[config.mk]
export PLATFORM = sky130hd
export DESIGN_NAME = flash_guard_regs
export DESIGN_NICKNAME = d
export VERILOG_FILES = /design/src/verilog/flash_guard_pkg.sv /design/src/verilog/flash_guard_regs.sv
export VERILOG_INCLUDE_DIRS = /design/src /design/src/verilog
export SDC_FILE = /design/constraint.sdc
export NUM_CORES = 1
export LEC_CHECK = 0
export BUFFER_PORTS_ARGS = -buffer_cell sky130_fd_sc_hd__buf_2
export CAP_MARGIN = 40
export CORE_ASPECT_RATIO = 0.5
export CORE_MARGIN = 2
export CORE_UTILIZATION = 46
export DETAILED_ROUTE_END_ITERATION = 7
export PLACE_DENSITY_LB_ADDON = 0.3
export SLEW_MARGIN = 20
export SYNTH_ARGS = -nofsm -noshare
export SYNTH_HDL_FRONTEND = slang
export SYNTH_SLANG_ARGS = --single-unit
[constraint.sdc]
create_clock -name i_clk -period 2.39 [get_ports i_clk]
set_input_delay 0.3585 -clock i_clk [delete_from_list [all_inputs] [get_ports i_clk]]
set_output_delay 0.3585 -clock i_clk [all_outputs]
set_load 0.02 [all_outputs]
[src/verilog/flash_guard_map.svh]
// Offsets, field positions, reset values and fixed figures of the flash
// guard and command register slice. Definitions only.
`ifndef FLASH_GUARD_MAP_SVH
`define FLASH_GUARD_MAP_SVH

// Byte offsets on the register port.
`define FG_OFS_INDEX      8'h01
`define FG_OFS_STATUS     8'h06
`define FG_OFS_GUARD      8'h09
`define FG_OFS_CMD_HI     8'h0a
`define FG_OFS_CMD_LO     8'h0b
`define FG_OFS_RSV1       8'h0c
`define FG_OFS_RSV2       8'h0d
`define FG_OFS_RSV3       8'h0e
`define FG_OFS_RSV4       8'h0f
`define FG_OFS_OPTION     8'h10
`define FG_OFS_RSV5       8'h11
`define FG_OFS_RSV6       8'h12
`define FG_OFS_RSV7       8'h13

// Field positions.
`define FG_GUARD_OPEN_BIT 7
`define FG_STAT_DONE_BIT  7
`define FG_STAT_VIOL_BIT  5

// Reset values and fault fallbacks.
`define FG_GUARD_SECURE   8'h0f
`define FG_OPTION_FAULT   8'hff
`define FG_GUARD_RSV_MASK 8'h8f

// Command array and protected range.
`define FG_CMD_WORDS      6
`define FG_GUARD_BASE     18'h04400
`define FG_GUARD_STEP     8
`define FG_CFG_GUARD_ADR  18'h3ff0d
`define FG_CFG_OPTION_ADR 18'h3ff0e

`endif

[src/verilog/flash_guard_pkg.sv]
// Types shared by the flash guard and command register slice.
// Does not use the map header; every figure the types carry is written as a literal.
package flash_guard_pkg;

   typedef logic [15:0]      cmd_word_t;
   typedef cmd_word_t [5:0]  cmd_block_t;

   // Bytes fetched from the configuration field during the reset sequence.
   typedef struct packed {
      logic [7:0] guard_byte;
      logic       guard_fault;
      logic [7:0] option_byte;
      logic       option_fault;
   } cfg_load_t;

   // Program or erase request checked against the data-flash guard.
   typedef struct packed {
      logic        block_erase;
      logic [17:0] addr;
   } pe_req_t;

   // Result word written back by the memory controller.
   typedef struct packed {
      logic [2:0] idx;
      cmd_word_t  data;
   } result_t;

endpackage

[src/verilog/flash_guard_regs.sv]
// Register slice of the flash controller: data-flash guard, indexed command
// array, option register and the reserved factory-test registers.
// Assumes one 10 MHz clock, a synchronous active-high reset, a byte-wide
// register port and a memory controller on the same clock.
//
// Local design decisions: the address map and the strobed register port.

`timescale 1ns/100ps
`include "flash_guard_map.svh"

module flash_guard_regs
   import flash_guard_pkg::*;
(
   input  wire logic       i_clk,        // 10 MHz clock
   input  wire logic       i_rst,        // synchronous reset, high
   input  wire logic [7:0] i_addr,       // register byte offset
   input  wire logic [7:0] i_wdata,      // register write data
   input  wire logic       i_wr,         // write strobe
   input  wire logic       i_rd,         // read strobe
   output logic      [7:0] o_rdata,      // read data, cycle after strobe
   input  wire logic       i_cfg_load,   // configuration bytes are valid
   input  wire cfg_load_t  i_cfg,        // configuration field contents
   output logic            o_cmd_start,  // command launched, one cycle
   output cmd_block_t      o_cmd,        // command words to controller
   input  wire logic       i_cmd_done,   // controller finished command
   input  wire logic       i_res_we,     // controller writes a result
   input  wire result_t    i_res,        // result index and word
   input  wire logic       i_pe_chk,     // program or erase check request
   input  wire pe_req_t    i_pe,         // address and kind of operation
   output logic            o_pe_refuse,  // check answer, cycle after
   output logic            o_guard_on    // data-flash guard active
);

   logic [7:0]  guard_q;
   logic [7:0]  option_q;
   logic [2:0]  index_q;
   logic        done_q;
   logic        viol_q;
   logic        start_q;
   logic        refuse_q;
   logic [7:0]  rdata_q;
   logic [15:0] cmd_q [`FG_CMD_WORDS];

   logic        wr_index;
   logic        wr_status;
   logic        wr_guard;
   logic        wr_cmd_hi;
   logic        wr_cmd_lo;
   logic        launch;
   logic        guard_open;
   logic [3:0]  guard_size;
   logic [18:0] guard_end;
   logic        in_range;
   logic        refuse_d;
   logic [7:0]  rdata_d;
   cmd_word_t   cur_word;

   assign wr_index  = i_wr && (i_addr == `FG_OFS_INDEX);
   assign wr_status = i_wr && (i_addr == `FG_OFS_STATUS);
   assign wr_guard  = i_wr && (i_addr == `FG_OFS_GUARD);
   assign wr_cmd_hi = i_wr && (i_addr == `FG_OFS_CMD_HI);
   assign wr_cmd_lo = i_wr && (i_addr == `FG_OFS_CMD_LO);

   assign guard_open = guard_q[`FG_GUARD_OPEN_BIT];
   assign guard_size = guard_q[3:0];

   assign launch = wr_status && i_wdata[`FG_STAT_DONE_BIT] && done_q &&
                   !i_cmd_done;

   // Guard register. A configuration load overrides software, because it
   // only happens inside the reset sequence before code runs.
   always_ff @(posedge i_clk) begin
      if (i_rst) begin
         guard_q <= `FG_GUARD_SECURE;
      end else if (i_cfg_load) begin
         if (i_cfg.guard_fault) begin
            guard_q <= `FG_GUARD_SECURE;
         end else begin
            guard_q <= i_cfg.guard_byte & `FG_GUARD_RSV_MASK;
         end
      end else if (wr_guard) begin
         guard_q[`FG_GUARD_OPEN_BIT] <= guard_open &
                                        i_wdata[`FG_GUARD_OPEN_BIT];
         if (i_wdata[3:0] > guard_size) begin
            guard_q[3:0] <= i_wdata[3:0];
         end
         // bits 6 to 4 stay zero
         guard_q[6:4] <= 3'h0;
      end
   end

   always_ff @(posedge i_clk) begin
      if (i_rst) begin
         option_q <= `FG_OPTION_FAULT;
      end else if (i_cfg_load) begin
         option_q <= i_cfg.option_fault ? `FG_OPTION_FAULT
                                        : i_cfg.option_byte;
      end
   end

   always_ff @(posedge i_clk) begin
      if (i_rst) begin
         index_q <= 3'h0;
      end else if (wr_index) begin
         index_q <= i_wdata[2:0];
      end
   end

   // Completion flag. A completion in the same cycle as a launching write
   // wins and the write is dropped, so no start pulse leaves with the flag
   // still set.
   always_ff @(posedge i_clk) begin
      if (i_rst) begin
         done_q <= 1'b1;
      end else if (i_cmd_done) begin
         done_q <= 1'b1;
      end else if (launch) begin
         done_q <= 1'b0;
      end
   end

   always_ff @(posedge i_clk) begin
      if (i_rst) begin
         start_q <= 1'b0;
      end else begin
         start_q <= launch;
      end
   end

   // Violation flag is cleared by writing one; a new refusal in the same
   // cycle keeps it set so no event is lost.
   always_ff @(posedge i_clk) begin
      if (i_rst) begin
         viol_q <= 1'b0;
      end else if (refuse_d) begin
         viol_q <= 1'b1;
      end else if (wr_status && i_wdata[`FG_STAT_VIOL_BIT]) begin
         viol_q <= 1'b0;
      end
   end

   assign guard_end = {1'b0, `FG_GUARD_BASE} +
                      19'({guard_size + 5'h01, 8'h00});
   assign in_range  = ({1'b0, i_pe.addr} >= {1'b0, `FG_GUARD_BASE}) &&
                      ({1'b0, i_pe.addr} < guard_end);

   always_comb begin
      refuse_d = 1'b0;
      if (i_pe_chk && !guard_open) begin
         if (i_pe.block_erase) begin
            refuse_d = 1'b1;
         end else if (in_range) begin
            refuse_d = 1'b1;
         end
      end
   end

   always_ff @(posedge i_clk) begin
      if (i_rst) begin
         refuse_q <= 1'b0;
      end else begin
         refuse_q <= refuse_d;
      end
   end

   // One process per command word; software bytes and controller results
   // share the word but are never allowed at the same time.
   generate
      for (genvar g = 0; g < `FG_CMD_WORDS; g++) begin : g_word
         localparam logic [2:0] IDX = 3'(g);
         always_ff @(posedge i_clk) begin
            if (i_rst) begin
               cmd_q[g] <= 16'h0000;
            end else if (!done_q) begin
               if (i_res_we && (i_res.idx == IDX)) begin
                  cmd_q[g] <= i_res.data;
               end
            end else if (index_q == IDX) begin
               if (wr_cmd_hi) begin
                  cmd_q[g][15:8] <= i_wdata;
               end
               if (wr_cmd_lo) begin
                  cmd_q[g][7:0] <= i_wdata;
               end
            end
         end
         assign o_cmd[g] = cmd_q[g];
      end
   endgenerate

   assign cur_word = (index_q < 3'(`FG_CMD_WORDS)) ? cmd_q[index_q]
                                                   : 16'h0000;

   always_comb begin
      rdata_d = 8'h00;
      unique case (i_addr)
         `FG_OFS_INDEX:  rdata_d = {5'h00, index_q};
         `FG_OFS_STATUS: begin
            rdata_d[`FG_STAT_DONE_BIT] = done_q;
            rdata_d[`FG_STAT_VIOL_BIT] = viol_q;
         end
         `FG_OFS_GUARD:  rdata_d = guard_q;
         `FG_OFS_CMD_HI: rdata_d = cur_word[15:8];
         `FG_OFS_CMD_LO: rdata_d = cur_word[7:0];
         `FG_OFS_OPTION: rdata_d = option_q;
         default:        rdata_d = 8'h00;
      endcase
   end

   always_ff @(posedge i_clk) begin
      if (i_rst) begin
         rdata_q <= 8'h00;
      end else if (i_rd) begin
         rdata_q <= rdata_d;
      end else begin
         rdata_q <= 8'h00;
      end
   end

   assign o_rdata     = rdata_q;
   assign o_cmd_start = start_q;
   assign o_pe_refuse = refuse_q;
   assign o_guard_on  = !guard_open;

   logic [95:0] cmd_flat;
   assign cmd_flat = o_cmd;
endmodule // flash_guard_regs

* Word level (Yosys, flattened, before mapping)
Memory sizes are Yosys's and may differ from the RTL's. A register that Yosys moved wholly into a read port is not among the register bits.
Cells that the tools add are included.
** Storage, ports and cells
- Bits in registers :: 31
- RAM bits :: 96
- Input port bits :: 80
- Output and inout bits :: 107
- Logic and storage cells :: 190
- Memories kept :: 1
** Memories
- cmd_q :: depth 6, width 16, rd ports 7, clocked after Yosys merged registers in 1, write ports 6, line flash_guard_regs.sv:42 : logic [15:0] cmd_q [`FG_CMD_WORDS];
** Operators by class
- $add $sub $neg :: 2
- $lt $le $gt $ge :: 4
- Eq/ne operators :: 16
- Muxes and demuxes :: 111
- Bitwise gates (word level) :: 20
- Reduce and logical (&&, ||, !) cells :: 27
** Operator list (count)
- $mux W8 :: 16
- $mux W16 :: 7
- $mux W1 :: 81
- $pmux W5 S5 :: 1
- $eq A8 B4 Y1 const B :: 3
- $ge A18 B15 Y1 const B :: 1
- $lt A18 B16 Y1 :: 1
- $or A1 B1 Y1 :: 18
- $logic_and A1 B1 Y1 :: 17
- $add A15 B13 Y16 const A :: 1
- $eq A3 B2 Y1 const B :: 4
- $eq A3 B3 Y1 const B :: 4
- $pmux W1 S5 :: 2
- $eq A8 B1 Y1 const B :: 1
- $eq A8 B3 Y1 const B :: 1
- $eq A8 B5 Y1 const B :: 1
- $eq A3 B1 Y1 const B :: 2
- $logic_not A3 Y1 :: 2
- $mux W3 :: 2
- $reduce_bool A2 Y1 :: 3
- $add A4 B1 Y5 const B :: 1
- $gt A4 B4 Y1 :: 1
- $mux W4 :: 1
- $pmux W1 S4 :: 1
- other kinds (6) :: 8

* Depth between registers and ports, before layout
- Depth after elaboration :: 8
- Depth in mapped cells :: 9
- Gate-level depth less buffers :: 9

* Worst setup path before layout
OpenSTA, ideal clock, no wires.
- Kind :: input to register
- From :: input i_addr[5]
- To :: memory cmd_q[1][0], enable pin
- Library setup time :: 384 ps
- Data arrival time :: 1728 ps
- Required time :: 2006 ps
- Setup slack :: 277 ps
- Cell stages on the path :: 4
- Buffers on the path :: 0
- Cell sequence :: nor3_2 -> and3_1 -> nand3b_1 -> o21ai_0
** RTL lines
- start, declared :: line flash_guard_regs.sv:16 : input wire logic [7:0] i_addr,
- end, declared :: line flash_guard_regs.sv:42

==> results.yml <==
outcome:
  status: "finished, final reports clean"
detailed_routing:
  vias_per_cell: 6.194
  wl_mm: 21.53
  vias: 5692
  drt_first_pass_iters: 5
  wl_per_cell_um: 23.43
  antenna_left: 0
  drc_errors: 0
  drt_first_iter_violations: 668
floorplanning:
  rows: 30
  initial_utilization_pct: 47.35
  die_h_um: 87.74
  pin_count: 187
  core_sq_um: 13630
  die_w_um: 171.5
  die_area_sq_um: 15050
synth:
  synth_edf_count: 96
  async_flop_share_pct: 0
  syn-num-nets: 595
  ys_seq_area_share_pct: 54.31
  syn-cell-area_sq_um: 6451
  syn_inst: 504
  ys_warn_count: 0
  ys_ff_latch: 127
  synth-main-ff-cell: "edfxtp_1"
  synth_cell_types: 57
  synth.avg_cell_area_sq_um: 12.80
setup_path:
  worst-path-buf-inv: 2
  rrSetupSlack_ns: 0.19
  critPathSlowestCell: "mux4_1"
  required_ns: 2.67
  crit_family: "multiplexers"
  critical_path_class: "reg2reg"
  worst-path-stages: 7
  start_kind: "register"
  crit_chain: "buf_4, buf_4, mux4_1, mux2i_1, nor2_1, a21oi_1, o21ai_0"
  cp-endpoint: "o_rdata[4]"
  crit_arrival_ns: 2.48
  cpMostUsedCell: "buf_4"
  end_kind: "register"
  r2r_end: "o_rdata[4]"
  r2r_cells: 7
  cp_max_fo: 7
  slowest_delay_ns: 0.58
global_route:
  grt_max_degree: 22
  grt_pass1_wl_mm: 30.65
  grt_overflow_total: 0
  first_global_vias: 5281
  grtUsageTotal_pct: 28.37
  antenna_found_initial: 0
timing:
  period_needed_ns: 2.201
  worst_slew_pin_slew_ns: 0.8223
  rsz0062_at_grt: "no"
  fin_setup_tns_ns: 0
  final_max_slew_viol_count: 0
  hold_viol_final: 0
  min_period_over_period_pct: 92.11
  fmax_mhz: 454.2
  skew_ns: 0.008734
  slew_headroom_pct: 44.97
  setup_viol: 0
cts:
  clk_latency_ns: 0.41
  htreeDepth: 4
  cts_tree: "done"
  cts_buffer_depth: 2
  clkSinkCount: 127
  clock-root-buffer: "clkbuf_16"
  cts_hold_buf: 0
  path_clk_slew_ns: 0.06
  numCtsBuffers: 17
placed_design:
  place_area_sq_um: 7810
  port_buffers: 175
  dpl.hpwl_mm: 15.92
  gp_routability_congestion: 0.9993
power_and_ir_drop:
  powerDensity_nw_per_um2: 636.3
  ir_worst_vdd_v: 0.0005524
  leakage_nw: 3.453
finish:
  drive_gt1_share_pct: 39.48
  design_area_sq_um: 8317
  layout_common_cells: "175 x buf_2, 99 x a22o_1, 96 x edfxtp_1"
  mostFrequentLayoutCell: "buf_2"
  layout.nets: 808
  fin_util_pct: 61.04
  diodes: 0
  area_delta_synth_final_pct: 28.92
  n_fill_cell: 1107
run:
  maxCapViolCount: 0
hold_path:
  min-delay-path-class: "in2reg"
## power breakdown
group	total (mW)	leakage, nW	switching, mW	internal, mW
combinational	0.563	1.97	0.359	0.205
sequential	2.48	1.24	0.0470	2.44
clock	2.25	0.241	0.947	1.30
## per-stage QoR
| step | total power [mW] | cells | worst slack, ns | hold WS (ns) |
|---|---|---|---|---|
| floorplan | 2.804 | 504 | 0.2775 | 0.4366 |
| global placement | 3.070 | 890 | 0.1503 | 0.4762 |
| detailed placement | 3.081 | 890 | 0.1045 | 0.4823 |
| CTS | 5.286 | 919 | 0.08486 | 0.1611 |
| global route | 5.437 | 919 | 0.01840 | 0.1677 |
| finish | 5.292 | 919 | 0.1885 | 0.1757 |
## final cells by class
| cell class | instances | area [sq um] | area share [%] |
|---|---|---|---|
| timing repair buffer | 227 | 1266 | 15.22 |
| inverter | 12 | 45.04 | 0.5416 |
| clock inverter | 11 | 72.57 | 0.8726 |
| tap | 192 | 240.2 | 2.889 |
| clock buffer | 18 | 429.2 | 5.160 |
| multi-input combinational | 332 | 2760 | 33.19 |
| sequential | 127 | 3503 | 42.12 |
## worst min-delay path by stage
stage | from | end | slack, ns | depth (start not counted)
2_1_floorplan | i_cmd_done | o_cmd_start | 0.44 | 1
3_3_place_gp | viol_q | viol_q | 0.48 | 1
3_5_place_dp | option_q[5] | option_q[5] | 0.48 | 2
4_1_cts | i_cmd_done | o_cmd_start | 0.16 | 2
5_1_grt | i_cmd_done | o_cmd_start | 0.17 | 2
6_report | i_cmd_done | o_cmd_start | 0.18 | 2
## synthesized netlist by cell type, types with 3 or more instances
master,instances,share of area (%)
nor3_1,6,0.47
ha_1,11,2.1
mux2_2,3,0.52
dfxtp_1,31,9.6
mux4_2,14,4.9
a21oi_1,9,0.70
o31ai_1,3,0.35
a31oi_1,7,0.68
nor2b_1,8,0.78
mux4_1,4,1.6
nor4_1,4,0.39
o21ai_0,16,1.2
mux2_4,3,0.70
nand2_1,20,1.2
nand4_1,3,0.29
and2_1,3,0.29
a311oi_1,3,0.41
o22ai_1,16,1.6
nor3_2,7,1.1
nor2_1,25,1.5
nand3_1,10,0.78
edfxtp_1,96,45
nand2b_1,6,0.58
a22oi_1,4,0.47
inv_1,12,0.70
clkbuf_1,22,1.3
a22o_1,99,13
mux2i_1,13,2.0
nand3b_1,3,0.35
buf_2,7,0.54
## logic make-up (layout without fill, tap and decap cells)
kind of cell	after synthesis	in the layout	synth area share, %
adder cells (fa/ha/maj)	11	11	2.133
buffers and inverters	45	268	2.987
AND/OR/NAND/NOR	111	111	9.639
other	1	1	0.05813
flip-flops	127	127	54.31
XOR/XNOR	3	3	0.4074
AO/OA/AOI/OAI	169	169	20.71
multiplexers	37	37	9.755
## timing repair
action	4_1_cts	5_1_grt
buffers inserted	0	0
gates resized for setup	0	1
setup endpoints to repair	0	1
## state kept, by name (all words and copies together), names as in the netlist, named ones only
name and flops:
guard_q 5, viol_q 1, option_q 8, done_q 1, o_rdata 8, o_cmd_start 1
o_pe_refuse 1, cmd_q 96, index_q 3
## per-layer routing
metal / wire length [um] / track usage (%)
met5: 0 / 0
met4: 425 / 10.17
met3: 2425 / 8.721
met2: 9873 / 43.67
met1: 8806 / 38.39
Note: power is estimated with default switching activity, not from simulation.
